`src/mvor_params.svh`:
```
// Offsets, field positions, reset and fixed values of the monitor low register page.
// Assumes inclusion by bare name from the package and the design modules.
`ifndef MVOR_PARAMS_SVH
`define MVOR_PARAMS_SVH

`define MVOR_OFS_TREE 8'h00
`define MVOR_OFS_SCRATCH 8'h01
`define MVOR_OFS_DIODE 8'h05
`define MVOR_OFS_Z1B_RAW 8'h06
`define MVOR_OFS_Z2B_RAW 8'h07
`define MVOR_OFS_Z1B_SM 8'h08
`define MVOR_OFS_Z2B_SM 8'h09
`define MVOR_OFS_DUTY1 8'h0a
`define MVOR_OFS_DUTY2 8'h0b
`define MVOR_OFS_OVR1_LOW 8'h0c
`define MVOR_OFS_OVR1_HIGH 8'h0d
`define MVOR_OFS_Z1A_RAW 8'h50
`define MVOR_OFS_Z2A_RAW 8'h51
`define MVOR_OFS_Z3 8'h52
`define MVOR_OFS_Z4 8'h53
`define MVOR_OFS_Z1A_SM 8'h54
`define MVOR_OFS_Z2A_SM 8'h55

`define MVOR_REG_RESET 8'h00
`define MVOR_DIODE_FAULT_VAL 8'h80
`define MVOR_DUTY_FULL 9'h100
`define MVOR_DUTY_RESET 9'h000
`define MVOR_TREE_BIT 0
`define MVOR_OVR_ON_BIT 6
`define MVOR_OVR_LSB_BIT 7
`define MVOR_TREE_MASK 8'h01
`define MVOR_DIODE_MASK 8'h0f
`define MVOR_OVR_LOW_MASK 8'hc0
`define MVOR_ZONES 4

`endif

```
`src/mvor_pkg.sv`:
```
// Types shared by the monitor low register page and its duty resolver.
// Assumes the constants header is on the include path.
`default_nettype none
`include "mvor_params.svh"

package mvor_pkg;
    typedef logic [7:0] mvor_byte_t;
    typedef logic [8:0] mvor_duty_t;
endpackage : mvor_pkg
`default_nettype wire

```
`src/mvor_regs.sv`:
```
// Low register page of the hardware monitor: test, diode mode, temperatures, fan duty.
// Assumes the bus target engine hands over byte accesses as one-cycle strobes on CLK,
// and that measurement, filter and duty sources are logic on the same clock.
//
// Function
// - Bit 0 at 00h enables tree test
// - Scratch at 01h reads back written byte
// - 05h bits 0-3 select diode transistor mode
// - Zone 1/2 raw temps auto-updated, read-only
// - Zone 3 auto-updated, read-only; zone 4 host-loaded or from input eight
// - Absent or faulty diode reads 80h
// - Filtered registers hold smoothed zone temps
// - Smoothing adjusted by separate control register
// - 0Ah/0Bh report upper eight duty bits
// - Driven duty is maximum of bound sources
// - 0Ch bit 6 enables override duty output 1
// - 0Ch bit 7 is override LSB
// - Override ignores sources except full-scale force
// - 0Dh holds override duty bits 8:1
// - Status/control gives full-duty forcing control
`timescale 1ns/1ps
`default_nettype none
`include "mvor_params.svh"

module mvor_regs
    import mvor_pkg::*;
#(
    parameter int NSRC = 4
)
(
    // Clock and reset
    input wire logic CLK,
    input wire logic RESET_N,
    // Register access from the bus target engine
    input wire logic [7:0] REG_ADDR,
    input wire logic [7:0] REG_WDATA,
    input wire logic REG_WR,
    input wire logic REG_RD,
    output logic [7:0] REG_RDATA,
    output logic REG_RVALID,
    // Measurement results; zone order is 1b, 2b, 1a, 2a
    input wire logic TEMP_UPDATE,
    input wire logic [`MVOR_ZONES*8-1:0] ZONE_RAW_TEMP,
    input wire logic [`MVOR_ZONES-1:0] ZONE_DIODE_FAULT,
    input wire logic [`MVOR_ZONES*8-1:0] ZONE_SMOOTHED_TEMP,
    input wire logic [7:0] ZONE3_TEMP,
    input wire logic ZONE4_FROM_AIN8,
    input wire logic [7:0] ANALOG_INPUT_EIGHT,
    // Smoothing control from its own register, passed to the filter
    input wire logic [7:0] SMOOTH_CTRL,
    output logic [7:0] FILTER_CTRL,
    // Fan duty sources and the full-scale force from status/control
    input wire logic [NSRC*9-1:0] FAN_OUT1_SRC_DUTY,
    input wire logic [NSRC-1:0] FAN_OUT1_SRC_BIND,
    input wire logic [NSRC*9-1:0] FAN_OUT2_SRC_DUTY,
    input wire logic [NSRC-1:0] FAN_OUT2_SRC_BIND,
    input wire logic FULL_DUTY_FORCE,
    // Controls and driven duties
    output logic TREE_TEST_ON,
    output logic [3:0] DIODE_TRANSISTOR_SEL,
    output logic [8:0] FAN_OUT1_DUTY,
    output logic [8:0] FAN_OUT2_DUTY
);

    mvor_byte_t tree_test_enable_q;
    mvor_byte_t bus_scratch_q;
    mvor_byte_t diode_transistor_select_q;
    mvor_byte_t fan_out1_override_low_q;
    mvor_byte_t fan_out1_override_high_q;
    mvor_byte_t zone3_internal_temp_q;
    mvor_byte_t zone4_external_temp_q;
    mvor_byte_t raw_temp_q [`MVOR_ZONES];
    mvor_byte_t smoothed_temp_q [`MVOR_ZONES];
    mvor_byte_t rdata_d;
    mvor_duty_t fan_out1_override_duty;
    logic fan_out1_fine_override_on;

    function automatic logic wr_hit(input logic [7:0] ofs);
        wr_hit = REG_WR && (REG_ADDR == ofs);
    endfunction : wr_hit

    // Writes keep only the defined bits, so reserved bits always read zero.
    always_ff @(posedge CLK)
    begin
        if (!RESET_N)
        begin
            tree_test_enable_q <= `MVOR_REG_RESET;
        end
        else if (wr_hit(`MVOR_OFS_TREE))
        begin
            tree_test_enable_q <= REG_WDATA & `MVOR_TREE_MASK;
        end
    end

    always_ff @(posedge CLK)
    begin
        if (!RESET_N)
        begin
            bus_scratch_q <= `MVOR_REG_RESET;
        end
        else if (wr_hit(`MVOR_OFS_SCRATCH))
        begin
            bus_scratch_q <= REG_WDATA;
        end
    end

    always_ff @(posedge CLK)
    begin
        if (!RESET_N)
        begin
            diode_transistor_select_q <= `MVOR_REG_RESET;
        end
        else if (wr_hit(`MVOR_OFS_DIODE))
        begin
            diode_transistor_select_q <= REG_WDATA & `MVOR_DIODE_MASK;
        end
    end

    always_ff @(posedge CLK)
    begin
        if (!RESET_N)
        begin
            fan_out1_override_low_q <= `MVOR_REG_RESET;
            fan_out1_override_high_q <= `MVOR_REG_RESET;
        end
        else
        begin
            if (wr_hit(`MVOR_OFS_OVR1_LOW))
            begin
                fan_out1_override_low_q <= REG_WDATA & `MVOR_OVR_LOW_MASK;
            end
            if (wr_hit(`MVOR_OFS_OVR1_HIGH))
            begin
                fan_out1_override_high_q <= REG_WDATA;
            end
        end
    end

    // Values above full scale are not clamped; the host must keep to 100h or less.
    assign fan_out1_fine_override_on = fan_out1_override_low_q[`MVOR_OVR_ON_BIT];
    assign fan_out1_override_duty = {fan_out1_override_high_q, fan_out1_override_low_q[`MVOR_OVR_LSB_BIT]};

    // Zone 1/2 registers follow the measurement only; host writes never reach them.
    generate
        for (genvar z = 0; z < `MVOR_ZONES; z++)
        begin : g_zone
            always_ff @(posedge CLK)
            begin
                if (!RESET_N)
                begin
                    raw_temp_q[z] <= `MVOR_REG_RESET;
                    smoothed_temp_q[z] <= `MVOR_REG_RESET;
                end
                else if (TEMP_UPDATE)
                begin
                    raw_temp_q[z] <= ZONE_DIODE_FAULT[z] ? `MVOR_DIODE_FAULT_VAL
                                                         : ZONE_RAW_TEMP[z*8 +: 8];
                    smoothed_temp_q[z] <= ZONE_SMOOTHED_TEMP[z*8 +: 8];
                end
            end
        end
    endgenerate

    always_ff @(posedge CLK)
    begin
        if (!RESET_N)
        begin
            zone3_internal_temp_q <= `MVOR_REG_RESET;
        end
        else if (TEMP_UPDATE)
        begin
            zone3_internal_temp_q <= ZONE3_TEMP;
        end
    end

    // While zone 4 follows analog input eight, host writes to it are dropped.
    always_ff @(posedge CLK)
    begin
        if (!RESET_N)
        begin
            zone4_external_temp_q <= `MVOR_REG_RESET;
        end
        else if (ZONE4_FROM_AIN8)
        begin
            if (TEMP_UPDATE)
            begin
                zone4_external_temp_q <= ANALOG_INPUT_EIGHT;
            end
        end
        else if (wr_hit(`MVOR_OFS_Z4))
        begin
            zone4_external_temp_q <= REG_WDATA;
        end
    end

    always_ff @(posedge CLK)
    begin
        if (!RESET_N)
        begin
            FILTER_CTRL <= `MVOR_REG_RESET;
        end
        else
        begin
            FILTER_CTRL <= SMOOTH_CTRL;
        end
    end

    mvor_duty_resolve #(.NSRC(NSRC)) u_out1 (
        .clk(CLK),
        .reset_n(RESET_N),
        .src_duty(FAN_OUT1_SRC_DUTY),
        .src_bind(FAN_OUT1_SRC_BIND),
        .ovr_on(fan_out1_fine_override_on),
        .ovr_duty(fan_out1_override_duty),
        .force_full(FULL_DUTY_FORCE),
        .duty_q(FAN_OUT1_DUTY)
    );

    mvor_duty_resolve #(.NSRC(NSRC)) u_out2 (
        .clk(CLK),
        .reset_n(RESET_N),
        .src_duty(FAN_OUT2_SRC_DUTY),
        .src_bind(FAN_OUT2_SRC_BIND),
        .ovr_on(1'b0),
        .ovr_duty(`MVOR_DUTY_RESET),
        .force_full(FULL_DUTY_FORCE),
        .duty_q(FAN_OUT2_DUTY)
    );

    always_comb
    begin
        case (REG_ADDR)
            `MVOR_OFS_TREE: rdata_d = tree_test_enable_q;
            `MVOR_OFS_SCRATCH: rdata_d = bus_scratch_q;
            `MVOR_OFS_DIODE: rdata_d = diode_transistor_select_q;
            `MVOR_OFS_Z1B_RAW: rdata_d = raw_temp_q[0];
            `MVOR_OFS_Z2B_RAW: rdata_d = raw_temp_q[1];
            `MVOR_OFS_Z1B_SM: rdata_d = smoothed_temp_q[0];
            `MVOR_OFS_Z2B_SM: rdata_d = smoothed_temp_q[1];
            `MVOR_OFS_DUTY1: rdata_d = FAN_OUT1_DUTY[8:1];
            `MVOR_OFS_DUTY2: rdata_d = FAN_OUT2_DUTY[8:1];
            `MVOR_OFS_OVR1_LOW: rdata_d = fan_out1_override_low_q;
            `MVOR_OFS_OVR1_HIGH: rdata_d = fan_out1_override_high_q;
            `MVOR_OFS_Z1A_RAW: rdata_d = raw_temp_q[2];
            `MVOR_OFS_Z2A_RAW: rdata_d = raw_temp_q[3];
            `MVOR_OFS_Z3: rdata_d = zone3_internal_temp_q;
            `MVOR_OFS_Z4: rdata_d = zone4_external_temp_q;
            `MVOR_OFS_Z1A_SM: rdata_d = smoothed_temp_q[2];
            `MVOR_OFS_Z2A_SM: rdata_d = smoothed_temp_q[3];
            default: rdata_d = `MVOR_REG_RESET;
        endcase
    end

    always_ff @(posedge CLK)
    begin
        if (!RESET_N)
        begin
            REG_RDATA <= `MVOR_REG_RESET;
            REG_RVALID <= 1'b0;
        end
        else
        begin
            REG_RVALID <= REG_RD;
            if (REG_RD)
            begin
                REG_RDATA <= rdata_d;
            end
        end
    end

    always_ff @(posedge CLK)
    begin
        if (!RESET_N)
        begin
            TREE_TEST_ON <= 1'b0;
            DIODE_TRANSISTOR_SEL <= 4'h0;
        end
        else
        begin
            TREE_TEST_ON <= tree_test_enable_q[`MVOR_TREE_BIT];
            DIODE_TRANSISTOR_SEL <= diode_transistor_select_q[3:0];
        end
    end
endmodule : mvor_regs
`default_nettype wire

```
`src/mvor_duty_resolve.sv`:
```
// Duty resolver for one fan output: max of bound sources, override, full-scale force.
// Assumes all inputs come from logic on CLK; the result is a registered 9-bit duty.
`timescale 1ns/1ps
`default_nettype none
`include "mvor_params.svh"

module mvor_duty_resolve
    import mvor_pkg::*;
#(
    parameter int NSRC = 4
)
(
    // Clock and reset
    input wire logic clk,
    input wire logic reset_n,
    // Duty sources and their binding to this output
    input wire logic [NSRC*9-1:0] src_duty,
    input wire logic [NSRC-1:0] src_bind,
    // Override and full-scale force
    input wire logic ovr_on,
    input wire mvor_duty_t ovr_duty,
    input wire logic force_full,
    // Driven duty
    output mvor_duty_t duty_q
);

    mvor_duty_t max_d;
    mvor_duty_t duty_d;

    always_comb
    begin
        max_d = `MVOR_DUTY_RESET;
        for (int i = 0; i < NSRC; i++)
        begin
            if (src_bind[i] && (src_duty[i*9 +: 9] > max_d))
            begin
                max_d = src_duty[i*9 +: 9];
            end
        end
    end

    // Full-scale force beats the override; the override hides every bound source.
    always_comb
    begin
        if (force_full)
        begin
            duty_d = `MVOR_DUTY_FULL;
        end
        else if (ovr_on)
        begin
            duty_d = ovr_duty;
        end
        else
        begin
            duty_d = max_d;
        end
    end

    always_ff @(posedge clk)
    begin
        if (!reset_n)
        begin
            duty_q <= `MVOR_DUTY_RESET;
        end
        else
        begin
            duty_q <= duty_d;
        end
    end

    generate
        for (genvar g = 0; g < NSRC; g++)
        begin : g_src

        end
    endgenerate
endmodule : mvor_duty_resolve
`default_nettype wire

```
`config.mk`:
```
export PLATFORM = sky130hd
export DESIGN_NAME = mvor_regs
export DESIGN_NICKNAME = d
export VERILOG_FILES = /design/src/mvor_pkg.sv /design/src/mvor_regs.sv /design/src/mvor_duty_resolve.sv
export VERILOG_INCLUDE_DIRS = /design/src
export SDC_FILE = /design/constraint.sdc
export NUM_CORES = 1
export LEC_CHECK = 0
export BUFFER_PORTS_ARGS = -buffer_cell sky130_fd_sc_hd__buf_4
export CORE_MARGIN = 5
export CORE_UTILIZATION = 48
export CTS_CLUSTER_DIAMETER = 60
export DETAILED_ROUTE_END_ITERATION = 10
export PLACE_DENSITY = 0.89
export SYNTH_ARGS = -nofsm -noshare
export SYNTH_HDL_FRONTEND = slang
export SYNTH_SLANG_ARGS = --single-unit
```
`constraint.sdc`:
```
create_clock -name CLK -period 6.2 [get_ports CLK]
set_clock_uncertainty 0.1 [all_clocks]
set_input_delay 0.62 -clock CLK [delete_from_list [all_inputs] [get_ports CLK]]
set_output_delay 0.62 -clock CLK [all_outputs]
set_load 0.01 [all_outputs]
```
==> results_tabular.tex <==
\begin{tabular}{lr}
\hline
Metric & Value \\
\hline
\multicolumn{2}{l}{\textbf{GRT}} \\
Largest net degree at the start of global routing & 59 \\
Antenna violations before repair & 1 \\
GRT Resource Usage Total & 26.7\% \\
Via count of the first global-routing pass & 8,131 \\
Wire length of the first global-routing pass & 41,800 µm \\
GRT Residual Overflow & 0 \\
\multicolumn{2}{l}{\textbf{CTS}} \\
CTS buffer count & 17 \\
Worst-skew pair later-pin latency & 0.43 ns \\
H-tree level count & 4 \\
Bufs on Longest Clock Path & 2 \\
Clock sink count & 143 \\
Clock-pin slew reported for the worst setup and hold paths after clock tree synthesis & 0.06 ns \\
Root buffer selected by CTS & clkbuf\_16 \\
CTS tree & done \\
\multicolumn{2}{l}{\textbf{Placed design}} \\
Routability cong. & 0.930 \\
Count of input and output buffers & 234 \\
Number of instances in the placed design & 1,357 \\
Post-detailed-placement half-perimeter wirelength & 20,900 µm \\
\multicolumn{2}{l}{\textbf{Setup path}} \\
Critical Path Fanout Max & 8 \\
Worst setup EP type & register \\
Kind of critical path & in2reg \\
Data required time of the worst path & 6.43 ns \\
Critical path data arrival time & 6.07 ns \\
Launching element type of the critical path & input pin \\
Most repeated library cell on the critical path & buf\_4 \\
CP peak stage delay & 0.36 ns \\
Register-to-Register Setup Slack & 4.36 ns \\
Worst reg-to-reg path cell count & 6 \\
Setup crit start & FAN\_OUT1\_SRC\_DUTY[0] \\
Worst setup path end & u\_out1.duty\_q[6]\$\_SDFF\_PP0\_ \\
End of the worst register-to-register path & REG\_RDATA[1]\$\_SDFFE\_PN0P\_ \\
Critical path's slowest cell & or3\_1 \\
Origin of the critical flop-to-flop path & smoothed\_temp\_q[1][1]\$\_SDFFCE\_PN0P\_ \\
\multicolumn{2}{l}{\textbf{Finish}} \\
Share of cells above drive strength 1 & 31.3\% \\
Number of nets in the layout & 1,402 \\
Syn-to-layout area delta & 36.0\% \\
Number of fillers in the final layout & 1,363 \\
Cell Count, Final, Fillers Out & 1,392 \\
Sequential cell area & 3500 µm² \\
Number of antenna diodes & 0 \\
Area of the multi-input gates & 4500 µm² \\
\multicolumn{2}{l}{\textbf{Detailed routing}} \\
Ratio of routed vias to standard cells & 5.87 \\
Total number of vias & 8,168 \\
Remaining number of nets flagged by the antenna check after routing & 0 \\
WL per Instance & 19.5 µm \\
Aggregate routed wire length & 27,200 µm \\
Remaining DRCs & 0 \\
Drt first pass iters & 6 \\
DRC violation total after the first TritonRoute iteration & 868 \\
\multicolumn{2}{l}{\textbf{Die}} \\
Top-level I/O count & 235 \\
\# rows & 48 \\
Standard cell core area & 17,100 µm² \\
Overall die width & 141 µm \\
Floorplan die area & 19,900 µm² \\
Die Span Y & 141 µm \\
Initial Util & 48.3\% \\
\multicolumn{2}{l}{\textbf{Pwr}} \\
Proportion of power drawn by combinational gates & 20.9\% \\
Worst vdd ir & 0.000218 V \\
Leak Pwr & 0.00493 µW \\
Part of the total power dissipated in the clock network & 39.3\% \\
Switching portion of total power & 27.1\% \\
Seq pwr share & 39.7\% \\
Net switching power of the design & 735 µW \\
Power density over cell area & 241 nW/µm² \\
Cell Int Power & 1970 µW \\
Overall power & 2710 µW \\
\multicolumn{2}{l}{\textbf{Logic synthesis}} \\
Post-synth EDFFs & 64 \\
Number of library cell types mapped by synthesis & 61 \\
Count of synthesis-stage warnings from yosys & 0 \\
Area share of the largest cell type after synthesis & 23.3\% \\
Number of synthesized register bits & 143 \\
Number of nets produced by synthesis & 1,137 \\
Mapped Avg Cell Area & 9.28 µm² \\
Sequential cell area fraction in the yosys report & 42.5\% \\
List of most frequent post-synthesis cells & nand2\_1 (90), dfxtp\_1 (79), nor2\_1 (69) \\
Cell area after synthesis & 8250 µm² \\
Synth top area cells & edfxtp\_1 (23\%), dfxtp\_1 (19\%), ha\_1 (8.0\%), nand2\_1 (4.1\%), and2\_1 (3.5\%) \\
Most used standard cell by instance count after synthesis & nand2\_1 \\
Fraction of registers with async set/reset & 0\% \\
Post-synthesis cell count & 889 \\
Post-synthesis cell type with the largest combined area & edfxtp\_1 \\
Prevailing post-synth register cell & dfxtp\_1 \\
\multicolumn{2}{l}{\textbf{Timing}} \\
Total of endpoints with negative setup slack in the final report & 0 \\
Share of the cycle needed by the critical path after routing & 94.2\% \\
Max-slew violation count & 0 \\
Setup\_tns & 0 ns \\
Count of endpoints failing hold in the final timing report & 0 \\
Final period demand of the worst path & 5.84 ns \\
Slew @ Worst Pin & 1.17 ns \\
Worst slew margin & 21.4\% \\
Peak clock frequency supported by timing & 171 MHz \\
\multicolumn{2}{l}{\textbf{Job}} \\
Max-capacitance violation count & 0 \\
\multicolumn{2}{l}{\textbf{Run status}} \\
Run status & finished, final reports clean \\
\multicolumn{2}{l}{\textbf{Min path}} \\
Worst min-delay path class & in2reg \\
\hline
\end{tabular}
## cell usage in the layout, fill, tap and decap left out, drive strengths merged, types with 3 or more instances in the layout
cell type,n
a211o,4
a211oi,27
a21o,6
a21oi,41
a221oi,13
a222oi,3
a22o,13
a22oi,13
a31oi,16
a41oi,9
and2,46
and3,41
buf,289
bufinv,3
clkbuf,18
clkinv,10
dfxtp,79
edfxtp,64
ha,53
inv,39
mux2,18
mux2i,20
mux4,4
nand2,90
nand2b,6
nand3,51
nand4,14
nor2,69
nor2b,8
nor3,9
nor4,5
o211ai,8
o21a,9
o21ai,42
o31a,4
or3,3
## power by group through the flow
stage / registers, µW / clock network (µW) / logic, µW
after detailed placement: 1090 / 0 / 551
final: 1080 / 1060 / 567
after floorplan: 1090 / 0 / 277
after global placement: 1090 / 0 / 540
after global routing: 1080 / 1110 / 623
after CTS: 1070 / 1070 / 555
## per-stage QoR
stage          setup WS (ns)  hold slack, ns  utilization, %  cell area, µm²
2_1_floorplan         0.0158           0.336               -            8250
3_3_place_gp          -0.150           0.343            61.6           10500
3_5_place_dp          -0.216           0.352            61.6           10500
4_1_cts                0.186           0.294            65.2           11100
5_1_grt              -0.0470           0.303            65.8           11200
6_report               0.357           0.308            65.8           11200
## flip-flops by register name, summed over array words and instances (netlist names)
signal	flops
REG_RDATA	8
FILTER_CTRL	8
raw_temp_q	32
REG_RVALID	1
zone4_external_temp_q	8
zone3_internal_temp_q	8
u_out1.duty_q	9
diode_transistor_select_q	4
bus_scratch_q	8
fan_out1_override_high_q	8
smoothed_temp_q	32
TREE_TEST_ON	1
u_out2.duty_q	9
DIODE_TRANSISTOR_SEL	4
tree_test_enable_q	1
fan_out1_override_low_q	2
## critical path, delay by kind of cell
kind | cells | cell delay, ns
AO/OA/AOI/OAI | 13 | 2.46
adder cells (fa/ha/maj) | 3 | 0.72
buffers and inverters | 5 | 0.68
multiplexers | 1 | 0.34
AND/OR/NAND/NOR | 7 | 1.24
## repair_timing
| item | in CTS | in global routing |
|---|---|---|
| resized for setup | 0 | 15 |
| hold buffers | 0 | 0 |
| setup endpoints to repair | 0 | 18 |
| buffers inserted | 0 | 3 |
## layout make-up
| class | count | area share (%) |
|---|---|---|
| multi-input cells | 663 | 40.1 |
| clock inverters | 14 | 1.66 |
| clock buffers | 18 | 3.83 |
| flip-flops and latches | 143 | 31.2 |
| well taps | 225 | 2.51 |
| inverters | 40 | 1.34 |
| repair buffers | 289 | 19.3 |
## logic make-up after synthesis
group | after synthesis | share of synthesized area [%]
xor gates and xnor gates | 1 | 0.106
adders and majority gates | 53 | 8.04
muxes | 42 | 6.02
buffers and inverters | 83 | 3.88
AOI/OAI and AO/OA | 218 | 18.4
and+or+nand+nor | 349 | 21.0
DFF | 143 | 42.5
## worst min-delay path by stage
stage                                        from                             to  slack [ns]  depth (start not counted)
global route                       SMOOTH_CTRL[6]      FILTER_CTRL[6]$_SDFF_PN0_        0.30                          2
floorplan           bus_scratch_q[3]$_SDFFE_PN0P_  bus_scratch_q[3]$_SDFFE_PN0P_        0.34                          2
finish                             SMOOTH_CTRL[7]      FILTER_CTRL[7]$_SDFF_PN0_        0.31                          2
global placement    bus_scratch_q[2]$_SDFFE_PN0P_  bus_scratch_q[2]$_SDFFE_PN0P_        0.34                          2
CTS                                SMOOTH_CTRL[7]      FILTER_CTRL[7]$_SDFF_PN0_        0.29                          2
detailed placement  bus_scratch_q[6]$_SDFFE_PN0P_  bus_scratch_q[6]$_SDFFE_PN0P_        0.35                          2
## metal layers
metal	wire length [µm]	part of all wire [%]	GRT usage (%)	vias to the layer above
met5	0	0	0	-
met2	12800	47	42.6	436
met4	870	3.2	10.4	0
li1	-	-	-	3853
met3	2720	10	7.94	73
met1	10800	40	34.2	3806
No activity file was read; power rests on OpenSTA's default activity.
